File: src/dmc_defs.vh
`ifndef DMC_DEFS_VH
`define DMC_DEFS_VH
// ==========================================================
// timing
`define DMC_CLK_PERIOD_NS 4
`define DMC_TICK_NS 1000000
`define DMC_TICK_CYC 18'd250000
`define DMC_TICK_MS 1
`define DMC_EXT_PULSE_MS 100
`define DMC_EXT_PULSE_TICKS 17'd100
`define DMC_HOLD_S 2
`define DMC_HOLD_TICKS 17'd2000
`define DMC_DEGAS_MAX_MIN 2
`define DMC_DEGAS_MAX_TICKS 17'd120000
`define DMC_COOL_MIN 1
`define DMC_COOL_TICKS 17'd60000
// ==========================================================
// register indices
`define DMC_REG_STATUS 2'h0
`define DMC_REG_MASK 2'h1
`define DMC_REG_STATE 2'h2
`define DMC_REG_CMD 2'h3
// ==========================================================
// status / mask bits
`define DMC_EV_DEGAS_END 0
`define DMC_EV_DEGAS_REFUSED 1
`define DMC_EV_MEAS_STOP 2
`define DMC_EV_ALARM 3
`define DMC_EV_SENSOR_ERR 4
`define DMC_EV_WARNING 5
`define DMC_EV_W 6
// ==========================================================
// command bits
`define DMC_CMD_DEGAS_START 0
`define DMC_CMD_DEGAS_STOP 1
`define DMC_CMD_MEAS_START 2
`define DMC_CMD_MEAS_STOP 3
// ==========================================================
// display codes
`define DMC_DISP_PRESSURE 2'h0
`define DMC_DISP_DASHES 2'h1
`define DMC_DISP_COOLING 2'h2
`define DMC_DISP_E100 2'h3
// ==========================================================
// degas states
`define DMC_DG_IDLE 2'h0
`define DMC_DG_RUN 2'h1
`define DMC_DG_COOL 2'h2
`endif

File: src/dmc_ctrl.v
// Notes on behaviour
// - degas may start only while the BA gauge is measuring
// - one-minute cooling interval after every degas run
// - start during cooling is refused and shows the cooling indication
// - each qualifying external degas pulse of 100 ms toggles degas
// - degas stops by itself two minutes after it started
// - serial start and stop degas commands act like other sources
// - remote degas button toggles degas only after two seconds held
// - measurement stops on measure control off or serial end command
// - emission button held over two seconds stops measurement
// - stopped measurement: status indicator off, four dashes shown
// - alarm flashes red indicator and halts measurement
// - a measurement start after a passed sensor check clears the alarm and starts measuring
// - latched sensor error rejects every measurement start
// - after power-up the sensor connection and type are checked
// - failed sensor check shows code 100, red flash, until reset
// - warning flashes yellow and sets its status event bit, nothing else
//
// Design decisions made here: the address map and the strobed register port.
`include "dmc_defs.vh"
`timescale 1ns/10ps
`default_nettype none
module dmc_ctrl #(
	parameter [17:0] TICK_CYC = `DMC_TICK_CYC,
	parameter [16:0] EXT_PULSE_TICKS = `DMC_EXT_PULSE_TICKS,
	parameter [16:0] HOLD_TICKS = `DMC_HOLD_TICKS,
	parameter [16:0] DEGAS_MAX_TICKS = `DMC_DEGAS_MAX_TICKS,
	parameter [16:0] COOL_TICKS = `DMC_COOL_TICKS
) (
	input wire mclk_i,
	input wire sys_rst_i,
	input wire ext_degas_i,
	input wire ext_meas_ctrl_i,
	input wire remote_degas_button_i,
	input wire remote_emission_button_i,
	input wire key_degas_on_i,
	input wire key_degas_off_i,
	input wire key_meas_start_i,
	input wire ser_degas_start_i,
	input wire ser_degas_stop_i,
	input wire ser_meas_start_i,
	input wire ser_meas_end_i,
	input wire gauge_ba_i,
	input wire alarm_i,
	input wire warning_i,
	input wire sensor_check_valid_i,
	input wire [3:0] sensor_check_i,
	input wire [1:0] reg_addr_i,
	input wire [7:0] reg_wdata_i,
	input wire reg_wr_i,
	input wire reg_rd_i,
	output wire [7:0] reg_rdata_o,
	output wire irq_o,
	output wire degas_on_o,
	output wire meas_on_o,
	output wire status_led_on_o,
	output wire alarm_red_flash_o,
	output wire alarm_yellow_flash_o,
	output wire [1:0] disp_code_o
);

	// ==========================================================
	// pin synchronisers
	wire [3:0] pin_raw;
	reg [3:0] pin_meta_ff;
	reg [3:0] pin_sync_ff;
	reg [3:0] pin_prev_ff;
	assign pin_raw = {remote_emission_button_i, remote_degas_button_i,
		ext_meas_ctrl_i, ext_degas_i};

	always @(posedge mclk_i)
	begin
		if (sys_rst_i)
		begin
			pin_meta_ff <= 4'h0;
			pin_sync_ff <= 4'h0;
			pin_prev_ff <= 4'h0;
		end
		else
		begin
			pin_meta_ff <= pin_raw;
			pin_sync_ff <= pin_meta_ff;
			pin_prev_ff <= pin_sync_ff;
		end
	end

	wire meas_ctrl_rise = pin_sync_ff[1] & ~pin_prev_ff[1];
	wire meas_ctrl_fall = ~pin_sync_ff[1] & pin_prev_ff[1];

	// ==========================================================
	// millisecond tick
	reg [17:0] tick_cnt_ff;
	reg tick_ff;

	always @(posedge mclk_i)
	begin
		if (sys_rst_i)
		begin
			tick_cnt_ff <= 18'h0;
			tick_ff <= 1'b0;
		end
		else if (tick_cnt_ff == TICK_CYC - 18'h1)
		begin
			tick_cnt_ff <= 18'h0;
			tick_ff <= 1'b1;
		end
		else
		begin
			tick_cnt_ff <= tick_cnt_ff + 18'h1;
			tick_ff <= 1'b0;
		end
	end

	// ==========================================================
	// press width qualifiers: ext degas, remote degas, emission
	wire [16:0] qual_thr [0:2];
	wire [2:0] qual_lvl;
	wire [2:0] qual_fire;
	assign qual_thr[0] = EXT_PULSE_TICKS;
	assign qual_thr[1] = HOLD_TICKS;
	assign qual_thr[2] = HOLD_TICKS + 17'h1;
	assign qual_lvl = {pin_sync_ff[3], pin_sync_ff[2], pin_sync_ff[0]};

	genvar g;
	generate
		for (g = 0; g < 3; g = g + 1)
		begin : g_qual
			reg [16:0] cnt_ff;
			// counter restarts whenever the input drops
			always @(posedge mclk_i)
			begin
				if (sys_rst_i || !qual_lvl[g])
					cnt_ff <= 17'h0;
				else if (tick_ff && cnt_ff != qual_thr[g])
					cnt_ff <= cnt_ff + 17'h1;
			end
			assign qual_fire[g] = qual_lvl[g] & tick_ff &
				(cnt_ff == qual_thr[g] - 17'h1);
		end
	endgenerate

	// ==========================================================
	// register bus commands
	wire wr_cmd = reg_wr_i & (reg_addr_i == `DMC_REG_CMD);
	wire cmd_dg_start = wr_cmd & reg_wdata_i[`DMC_CMD_DEGAS_START];
	wire cmd_dg_stop = wr_cmd & reg_wdata_i[`DMC_CMD_DEGAS_STOP];
	wire cmd_ms_start = wr_cmd & reg_wdata_i[`DMC_CMD_MEAS_START];
	wire cmd_ms_stop = wr_cmd & reg_wdata_i[`DMC_CMD_MEAS_STOP];

	// ==========================================================
	// sensor check and measurement state
	reg chk_done_ff;
	reg sensor_err_ff;
	reg meas_on_ff;
	reg alarm_ff;
	wire chk_now = ~chk_done_ff & sensor_check_valid_i;
	wire chk_pass = (sensor_check_i == 4'hf);
	wire ms_start_req = key_meas_start_i | ser_meas_start_i | cmd_ms_start |
		meas_ctrl_rise | (qual_fire[2] & ~meas_on_ff);
	wire ms_start_ok = ms_start_req & chk_done_ff & ~sensor_err_ff;
	wire ms_stop_req = meas_ctrl_fall | ser_meas_end_i | cmd_ms_stop |
		(qual_fire[2] & meas_on_ff);
	wire alarm_hit = alarm_i & meas_on_ff;

	always @(posedge mclk_i)
	begin
		if (sys_rst_i)
		begin
			chk_done_ff <= 1'b0;
			sensor_err_ff <= 1'b0;
			meas_on_ff <= 1'b0;
			alarm_ff <= 1'b0;
		end
		else
		begin
			if (chk_now)
			begin
				// connected, oriented, combination, filament intact
				chk_done_ff <= 1'b1;
				sensor_err_ff <= ~chk_pass; // held until reset
			end
			if (chk_now && chk_pass)
				meas_on_ff <= 1'b1;
			else if (alarm_hit || ms_stop_req)
				meas_on_ff <= 1'b0;
			else if (ms_start_ok)
				meas_on_ff <= 1'b1;
			if (alarm_hit)
				alarm_ff <= 1'b1;
			else if (ms_start_ok)
				alarm_ff <= 1'b0;
		end
	end

	// ==========================================================
	// degas sequencer
	reg [1:0] dg_state_ff;
	reg [1:0] nxt_dg_state;
	reg [16:0] dg_cnt_ff;
	reg [16:0] nxt_dg_cnt;
	reg cool_ind_ff;
	reg nxt_cool_ind;
	reg dg_end;
	reg dg_refused;
	wire ba_active = gauge_ba_i & meas_on_ff;
	wire dg_toggle = qual_fire[0] | qual_fire[1];
	wire dg_start = key_degas_on_i | ser_degas_start_i | cmd_dg_start;
	wire dg_stop = key_degas_off_i | ser_degas_stop_i | cmd_dg_stop;

	always @*
	begin
		nxt_dg_state = dg_state_ff;
		nxt_dg_cnt = dg_cnt_ff;
		nxt_cool_ind = cool_ind_ff;
		dg_end = 1'b0;
		dg_refused = 1'b0;
		case (dg_state_ff)
			`DMC_DG_IDLE:
			begin
				nxt_cool_ind = 1'b0;
				if (dg_start || dg_toggle)
				begin
					if (ba_active)
					begin
						nxt_dg_state = `DMC_DG_RUN;
						nxt_dg_cnt = 17'h0;
					end
					else
						dg_refused = 1'b1;
				end
			end
			`DMC_DG_RUN:
			begin
				if (dg_stop || dg_toggle || !ba_active ||
					(tick_ff && dg_cnt_ff == DEGAS_MAX_TICKS - 17'h1))
				begin
					// stop, toggle, gauge change or timeout
					nxt_dg_state = `DMC_DG_COOL;
					nxt_dg_cnt = 17'h0;
					dg_end = 1'b1;
				end
				else if (tick_ff)
					nxt_dg_cnt = dg_cnt_ff + 17'h1;
			end
			`DMC_DG_COOL:
			begin
				if (dg_start || dg_toggle)
				begin
					dg_refused = 1'b1;
					nxt_cool_ind = 1'b1;
				end
				if (tick_ff && dg_cnt_ff == COOL_TICKS - 17'h1)
				begin
					nxt_dg_state = `DMC_DG_IDLE;
					nxt_cool_ind = 1'b0;
				end
				else if (tick_ff)
					nxt_dg_cnt = dg_cnt_ff + 17'h1;
			end
			default:
			begin
				nxt_dg_state = `DMC_DG_IDLE;
				nxt_cool_ind = 1'b0;
			end
		endcase
	end

	reg degas_on_ff;

	always @(posedge mclk_i)
	begin
		if (sys_rst_i)
		begin
			dg_state_ff <= `DMC_DG_IDLE;
			dg_cnt_ff <= 17'h0;
			cool_ind_ff <= 1'b0;
			degas_on_ff <= 1'b0;
		end
		else
		begin
			dg_state_ff <= nxt_dg_state;
			dg_cnt_ff <= nxt_dg_cnt;
			cool_ind_ff <= nxt_cool_ind;
			degas_on_ff <= (nxt_dg_state == `DMC_DG_RUN);
		end
	end

	// ==========================================================
	// indicators and display
	reg status_led_ff;
	reg red_ff;
	reg yellow_ff;
	reg [1:0] disp_ff;
	reg [1:0] nxt_disp;

	always @*
	begin
		if (sensor_err_ff)
			nxt_disp = `DMC_DISP_E100;
		else if (nxt_cool_ind)
			nxt_disp = `DMC_DISP_COOLING;
		else if (!meas_on_ff)
			nxt_disp = `DMC_DISP_DASHES;
		else
			nxt_disp = `DMC_DISP_PRESSURE;
	end

	always @(posedge mclk_i)
	begin
		if (sys_rst_i)
		begin
			status_led_ff <= 1'b0;
			red_ff <= 1'b0;
			yellow_ff <= 1'b0;
			disp_ff <= `DMC_DISP_DASHES;
		end
		else
		begin
			status_led_ff <= meas_on_ff;
			red_ff <= alarm_ff | sensor_err_ff;
			yellow_ff <= warning_i; // only an indication
			disp_ff <= nxt_disp;
		end
	end

	// ==========================================================
	// event status, mask, interrupt, read port
	reg [`DMC_EV_W-1:0] ev_status_ff;
	reg [`DMC_EV_W-1:0] ev_mask_ff;
	reg warn_prev_ff;
	reg irq_ff;
	reg [7:0] rdata_ff;
	reg [7:0] nxt_rdata;
	wire [`DMC_EV_W-1:0] ev_set;
	wire [`DMC_EV_W-1:0] ev_clr;
	wire [`DMC_EV_W-1:0] nxt_status;
	assign ev_set[`DMC_EV_DEGAS_END] = dg_end;
	assign ev_set[`DMC_EV_DEGAS_REFUSED] = dg_refused;
	assign ev_set[`DMC_EV_MEAS_STOP] = meas_on_ff & (alarm_hit | ms_stop_req);
	assign ev_set[`DMC_EV_ALARM] = alarm_hit;
	assign ev_set[`DMC_EV_SENSOR_ERR] = chk_now & ~chk_pass;
	assign ev_set[`DMC_EV_WARNING] = warning_i & ~warn_prev_ff;
	assign ev_clr = (reg_wr_i && reg_addr_i == `DMC_REG_STATUS) ?
		reg_wdata_i[`DMC_EV_W-1:0] : {`DMC_EV_W{1'b0}};
	// set wins over a same-cycle clear
	assign nxt_status = (ev_status_ff & ~ev_clr) | ev_set;

	always @*
	begin
		nxt_rdata = 8'h00;
		if (reg_rd_i)
		begin
			case (reg_addr_i)
				`DMC_REG_STATUS: nxt_rdata = {2'h0, ev_status_ff};
				`DMC_REG_MASK: nxt_rdata = {2'h0, ev_mask_ff};
				`DMC_REG_STATE: nxt_rdata = {red_ff, sensor_err_ff,
					alarm_ff, meas_on_ff, cool_ind_ff, chk_done_ff,
					dg_state_ff};
				default: nxt_rdata = 8'h00;
			endcase
		end
	end

	always @(posedge mclk_i)
	begin
		if (sys_rst_i)
		begin
			ev_status_ff <= {`DMC_EV_W{1'b0}};
			ev_mask_ff <= {`DMC_EV_W{1'b0}};
			warn_prev_ff <= 1'b0;
			irq_ff <= 1'b0;
			rdata_ff <= 8'h00;
		end
		else
		begin
			ev_status_ff <= nxt_status;
			if (reg_wr_i && reg_addr_i == `DMC_REG_MASK)
				ev_mask_ff <= reg_wdata_i[`DMC_EV_W-1:0];
			warn_prev_ff <= warning_i;
			irq_ff <= |(nxt_status & ev_mask_ff);
			rdata_ff <= nxt_rdata;
		end
	end

	assign reg_rdata_o = rdata_ff;
	assign irq_o = irq_ff;
	assign degas_on_o = degas_on_ff;
	assign meas_on_o = meas_on_ff;
	assign status_led_on_o = status_led_ff;
	assign alarm_red_flash_o = red_ff;
	assign alarm_yellow_flash_o = yellow_ff;
	assign disp_code_o = disp_ff;

endmodule // dmc_ctrl
`default_nettype wire

File: config.mk
export PLATFORM = sky130hd
export DESIGN_NAME = dmc_ctrl
export DESIGN_NICKNAME = d
export VERILOG_FILES = /design/src/dmc_ctrl.v
export VERILOG_INCLUDE_DIRS = /design/src
export SDC_FILE = /design/constraint.sdc
export NUM_CORES = 1
export LEC_CHECK = 0
export BUFFER_PORTS_ARGS = -buffer_cell sky130_fd_sc_hd__buf_2
export CAP_MARGIN = 20
export CORE_ASPECT_RATIO = 1.75
export CORE_UTILIZATION = 35
export DETAILED_ROUTE_END_ITERATION = 16
export PLACE_DENSITY = 0.62
export SLEW_MARGIN = 25
export SYNTH_ARGS = -nofsm -noshare
export SYNTH_HDL_FRONTEND = slang
export SYNTH_SLANG_ARGS = --single-unit
File: constraint.sdc
create_clock -name mclk_i -period 2.9 [get_ports mclk_i]
set_clock_uncertainty 0.05 [all_clocks]
set_input_delay 0.29 -clock mclk_i [delete_from_list [all_inputs] [get_ports mclk_i]]
set_output_delay 0.29 -clock mclk_i [all_outputs]
set_load 0.005 [all_outputs]
==> summary.txt <==
Clock network
  – Clock Latency Late Sink: 0.43 ns
  – CTS Root Cell: clkbuf_16
  – PostCTS Resize Cnt: 0
  – Setup Buffers After CTS: 0
  – CTS sink cnt: 130
  – CTS tree: built
  – Max clock buf depth: 2
  – Cts hold-fix bufs: 0
  – CTS H-tree depth: 4
  – Cts bufs inserted: 17
  – Clock transition at path regs: 0.07 ns

Die
  – Die Width: 101 µm
  – Die area: 0.0179 mm²
  – Core area: 0.0169 mm²
  – I/O pin total: 49
  – Row Count: 63
  – Initial Util: 35.7%
  – Height of the die: 176 µm

STA
  – Fmax: 404 MHz
  – Worst slew pin tran: 0.802 ns
  – Worst slew margin: 45.1%
  – Setup violations, final: 0
  – RSZ-0062 raised after global routing: no
  – Final worst-path cycle share: 85.4%
  – Final hold violation count: 0
  – Tmin final: 2.48 ns
  – Setup TNS Final: 0 ns
  – Pins Over Slew Limit: 0

Critical path
  – Critical Path Source Type: flop
  – CP peak stage delay: 0.49 ns
  – Critical Path AT: 2.76 ns
  – Reg2Reg Depth: 7
  – CP max-delay cell: a21oi_2
  – R2R setup slack: 0.42 ns
  – Critical Path Sink Type: flop
  – Worst R2R End: dg_cnt_ff[4]$_SDFFE_PP0P_
  – Critical path fanouts, max: 17
  – Delay-heaviest family, CP: compound AO/OA/AOI/OAI gates
  – Crit path buf inv count: 1
  – Critical-path cell list: or4b_1 -> nor4_2 -> a211oi_1 -> a21oi_2 -> a21oi_4 -> buf_4 -> a211oi_1
  – Critical R2R Launch: dg_cnt_ff[11]$_SDFFE_PP0P_
  – Worst EP required: 3.18 ns
  – Critical path class: flop to flop
  – Most frequent cell on the critical path: a211oi_1

Synth
  – Post-synthesis sequential area ratio: 43.0%
  – Synthesis Warnings: 0
  – Seq cells post-synth: 130
  – Synth Cell Area: 0.00606 mm²
  – Post-synthesis cell count: 681
  – Synth async-reset ratio: 0%
  – Synth Area in Adders: 2.69%
  – Cell variety after synth: 70
  – Main synth FF type: dfxtp_1
  – Syn Area/Cell: 8.89 µm²
  – Post-synth EDFFs: 0
  – Synth Area in Compound Gates: 11.4%
  – XOR/XNOR Fraction of Synth Area: 9.69%
  – Post-synthesis mux area share: 2.15%
  – Net Count, Synth: 727
  – Main combinational cell family by area after synthesis: simple AND/OR/NAND/NOR gates
  – Post-synthesis simple-gate area fraction: 28.1%

Drt
  – Avg WL per Cell: 13.9 µm
  – Via count: 4918
  – Routed wire length: 13.5 mm
  – DRT Pass-1 Iters: 4
  – WL met3: 356 µm
  – Met2 wire length: 7.53 mm
  – Uppermost routed layer: met4
  – Metal-1 WL: 5.19 mm
  – Drt drc: 0
  – Iter 0 DRT Violations: 178
  – Vias/cell: 5.06
  – Post-route ant nets: 0

Pwr
  – Peak VDD IR: 400 µV
  – Power per cell area: 588 mW/mm²
  – P_leak: 2.56 nW

Global routing
  – Vias in the first global route: 4940
  – Total congestion overflow: 0
  – First-pass GRT wire length: 22.6 mm
  – Largest net degree at the start of global routing: 32
  – Antenna violations before repair: 0
  – GR Util All Layers: 16.4%

Flow run
  – Max cap viols: 0

Finish
  – Fraction of layout cells with a size suffix above 1: 14.8%
  – Cell area after layout: 0.00713 mm²
  – Commonest non-fill, non-tap cells in the layout: dfxtp_1 (130), nor2_1 (109), nand2_1 (56)
  – Area growth, synth to finish: 17.7%
  – Most common library cell in the layout ignoring fill and taps: dfxtp_1
  – Inserted Diodes: 0
  – NumNets Final: 777

Outcome
  – Status: finished clean

Placed design
  – Post-Place Cell Area: 0.00652 mm²
  – Count of input and output buffers: 46
  – GP Congestion: 0.786
  – Detailed placer's ending HPWL: 9.91 mm

Worst hold path
  – Hold depth: 2
  – Hold EP: pin_meta_ff[1]$_SDFF_PP0_
  – HP Start: ext_meas_ctrl_i
  – Hold WC Path Type: input port to flop
==> synth_stat cells, drive strengths merged, types with 4 or more instances <==
cell type	n	area share (%)
mux2i	13	2.1
nor3	24	2.7
xnor2	33	4.8
and4	9	1.3
inv	19	1.2
o21ai	14	1.2
a21boi	5	0.62
a2111oi	5	1.1
xor2	34	4.9
a21oi	23	2.1
o31ai	5	0.62
clkbuf	16	0.99
nor4	13	1.4
or3	10	1.0
nor2	109	6.8
and3	17	1.8
buf	7	0.85
nor3b	4	0.76
nor2b	15	1.5
nand3	25	2.1
a211oi	12	1.7
ha	13	2.7
dfxtp	130	43
nand2	56	3.5
nand4	19	2.1
and2	5	0.52
==> worst register-to-register path, delay by kind of cell (launching register included) <==
| family | cells | cell delay [ns] |
|---|---|---|
| AO/OA/AOI/OAI | 4 | 0.89 |
| AND/OR/NAND/NOR | 2 | 0.78 |
| flip-flops | 1 | 0.44 |
| buffers and inverters | 1 | 0.24 |
==> per-stage QoR <==
| stage | power [mW] | util [%] | setup slack, ns | instances | hold slack (ns) |
|---|---|---|---|---|---|
| final | 4.19 | 42.1 | 0.423 | 971 | 0.0167 |
| after global routing | 4.34 | 42.1 | 0.184 | 971 | 0.0105 |
| after CTS | 4.24 | 42.1 | 0.402 | 971 | 0.00363 |
| after detailed placement | 2.03 | 38.5 | 0.446 | 939 | 0.377 |
| after global placement | 2.03 | 38.5 | 0.458 | 939 | 0.377 |
| after floorplan | 1.97 | - | 0.790 | 681 | 0.317 |
==> worst max path at each step <==
stage / startpoint / endpoint / slack (ns) / cells after the start
2_1_floorplan: g_qual[1].cnt_ff[1]$_SDFFE_PP0P_ / dg_cnt_ff[16]$_SDFFE_PP0P_ / 0.79 / 7
3_3_place_gp: reg_addr_i[0] / irq_o$_SDFF_PP0_ / 0.46 / 7
3_5_place_dp: dg_cnt_ff[11]$_SDFFE_PP0P_ / dg_cnt_ff[1]$_SDFFE_PP0P_ / 0.45 / 7
4_1_cts: dg_cnt_ff[11]$_SDFFE_PP0P_ / dg_cnt_ff[3]$_SDFFE_PP0P_ / 0.40 / 7
5_1_grt: dg_cnt_ff[11]$_SDFFE_PP0P_ / dg_cnt_ff[0]$_SDFFE_PP0P_ / 0.18 / 7
6_report: dg_cnt_ff[11]$_SDFFE_PP0P_ / dg_cnt_ff[4]$_SDFFE_PP0P_ / 0.42 / 7
==> state kept, by name (all words and copies together), names as in the netlist <==
signal and flops:
tick_ff 1, ev_mask_ff 6, dg_state_ff 2, disp_code_o 2
irq_o 1, sensor_err_ff 1, reg_rdata_o 8, pin_meta_ff 4
alarm_red_flash_o 1, chk_done_ff 1, warn_prev_ff 1, tick_cnt_ff 18
pin_prev_ff 1, dg_cnt_ff 17, alarm_ff 1, cool_ind_ff 1
status_led_on_o 1, meas_on_o 1, degas_on_o 1, g_qual.cnt_ff 51
ev_status_ff 6, pin_sync_ff 4
==> kinds of logic (layout without fill, tap and decap cells) <==
kind of cell    Yosys count  count (layout)
xor+xnor                 67              67
flops                   130             130
fa+ha+maj                13              13
simple gates            325             325
mux                      13              13
buf+inv                  43             106
compound gates           90              90
==> routing by layer <==
| layer | track usage, % | up-vias |
|---|---|---|
| met1 | 16.3 | 2321 |
| met4 | 8.39 | 0 |
| met5 | 0 | - |
| li1 | - | 2494 |
| met3 | 3.44 | 28 |
| met2 | 30.9 | 75 |
==> cell type report <==
class | count | area [µm²]
timing repair buffer | 54 | 290
clock inverter | 15 | 184
fill | 1749 | 9820
multi-input combinational | 508 | 3270
tap | 227 | 284
inverter | 20 | 75.1
clock buffer | 17 | 425
sequential | 130 | 2600
==> power by group <==
group / switching, mW / total, mW / internal, mW
Sequential: 0.0159 / 1.83 / 1.81
Clock: 0.957 / 2.20 / 1.24
Combinational: 0.0987 / 0.163 / 0.0639
Power figures use the tool's default switching activity.
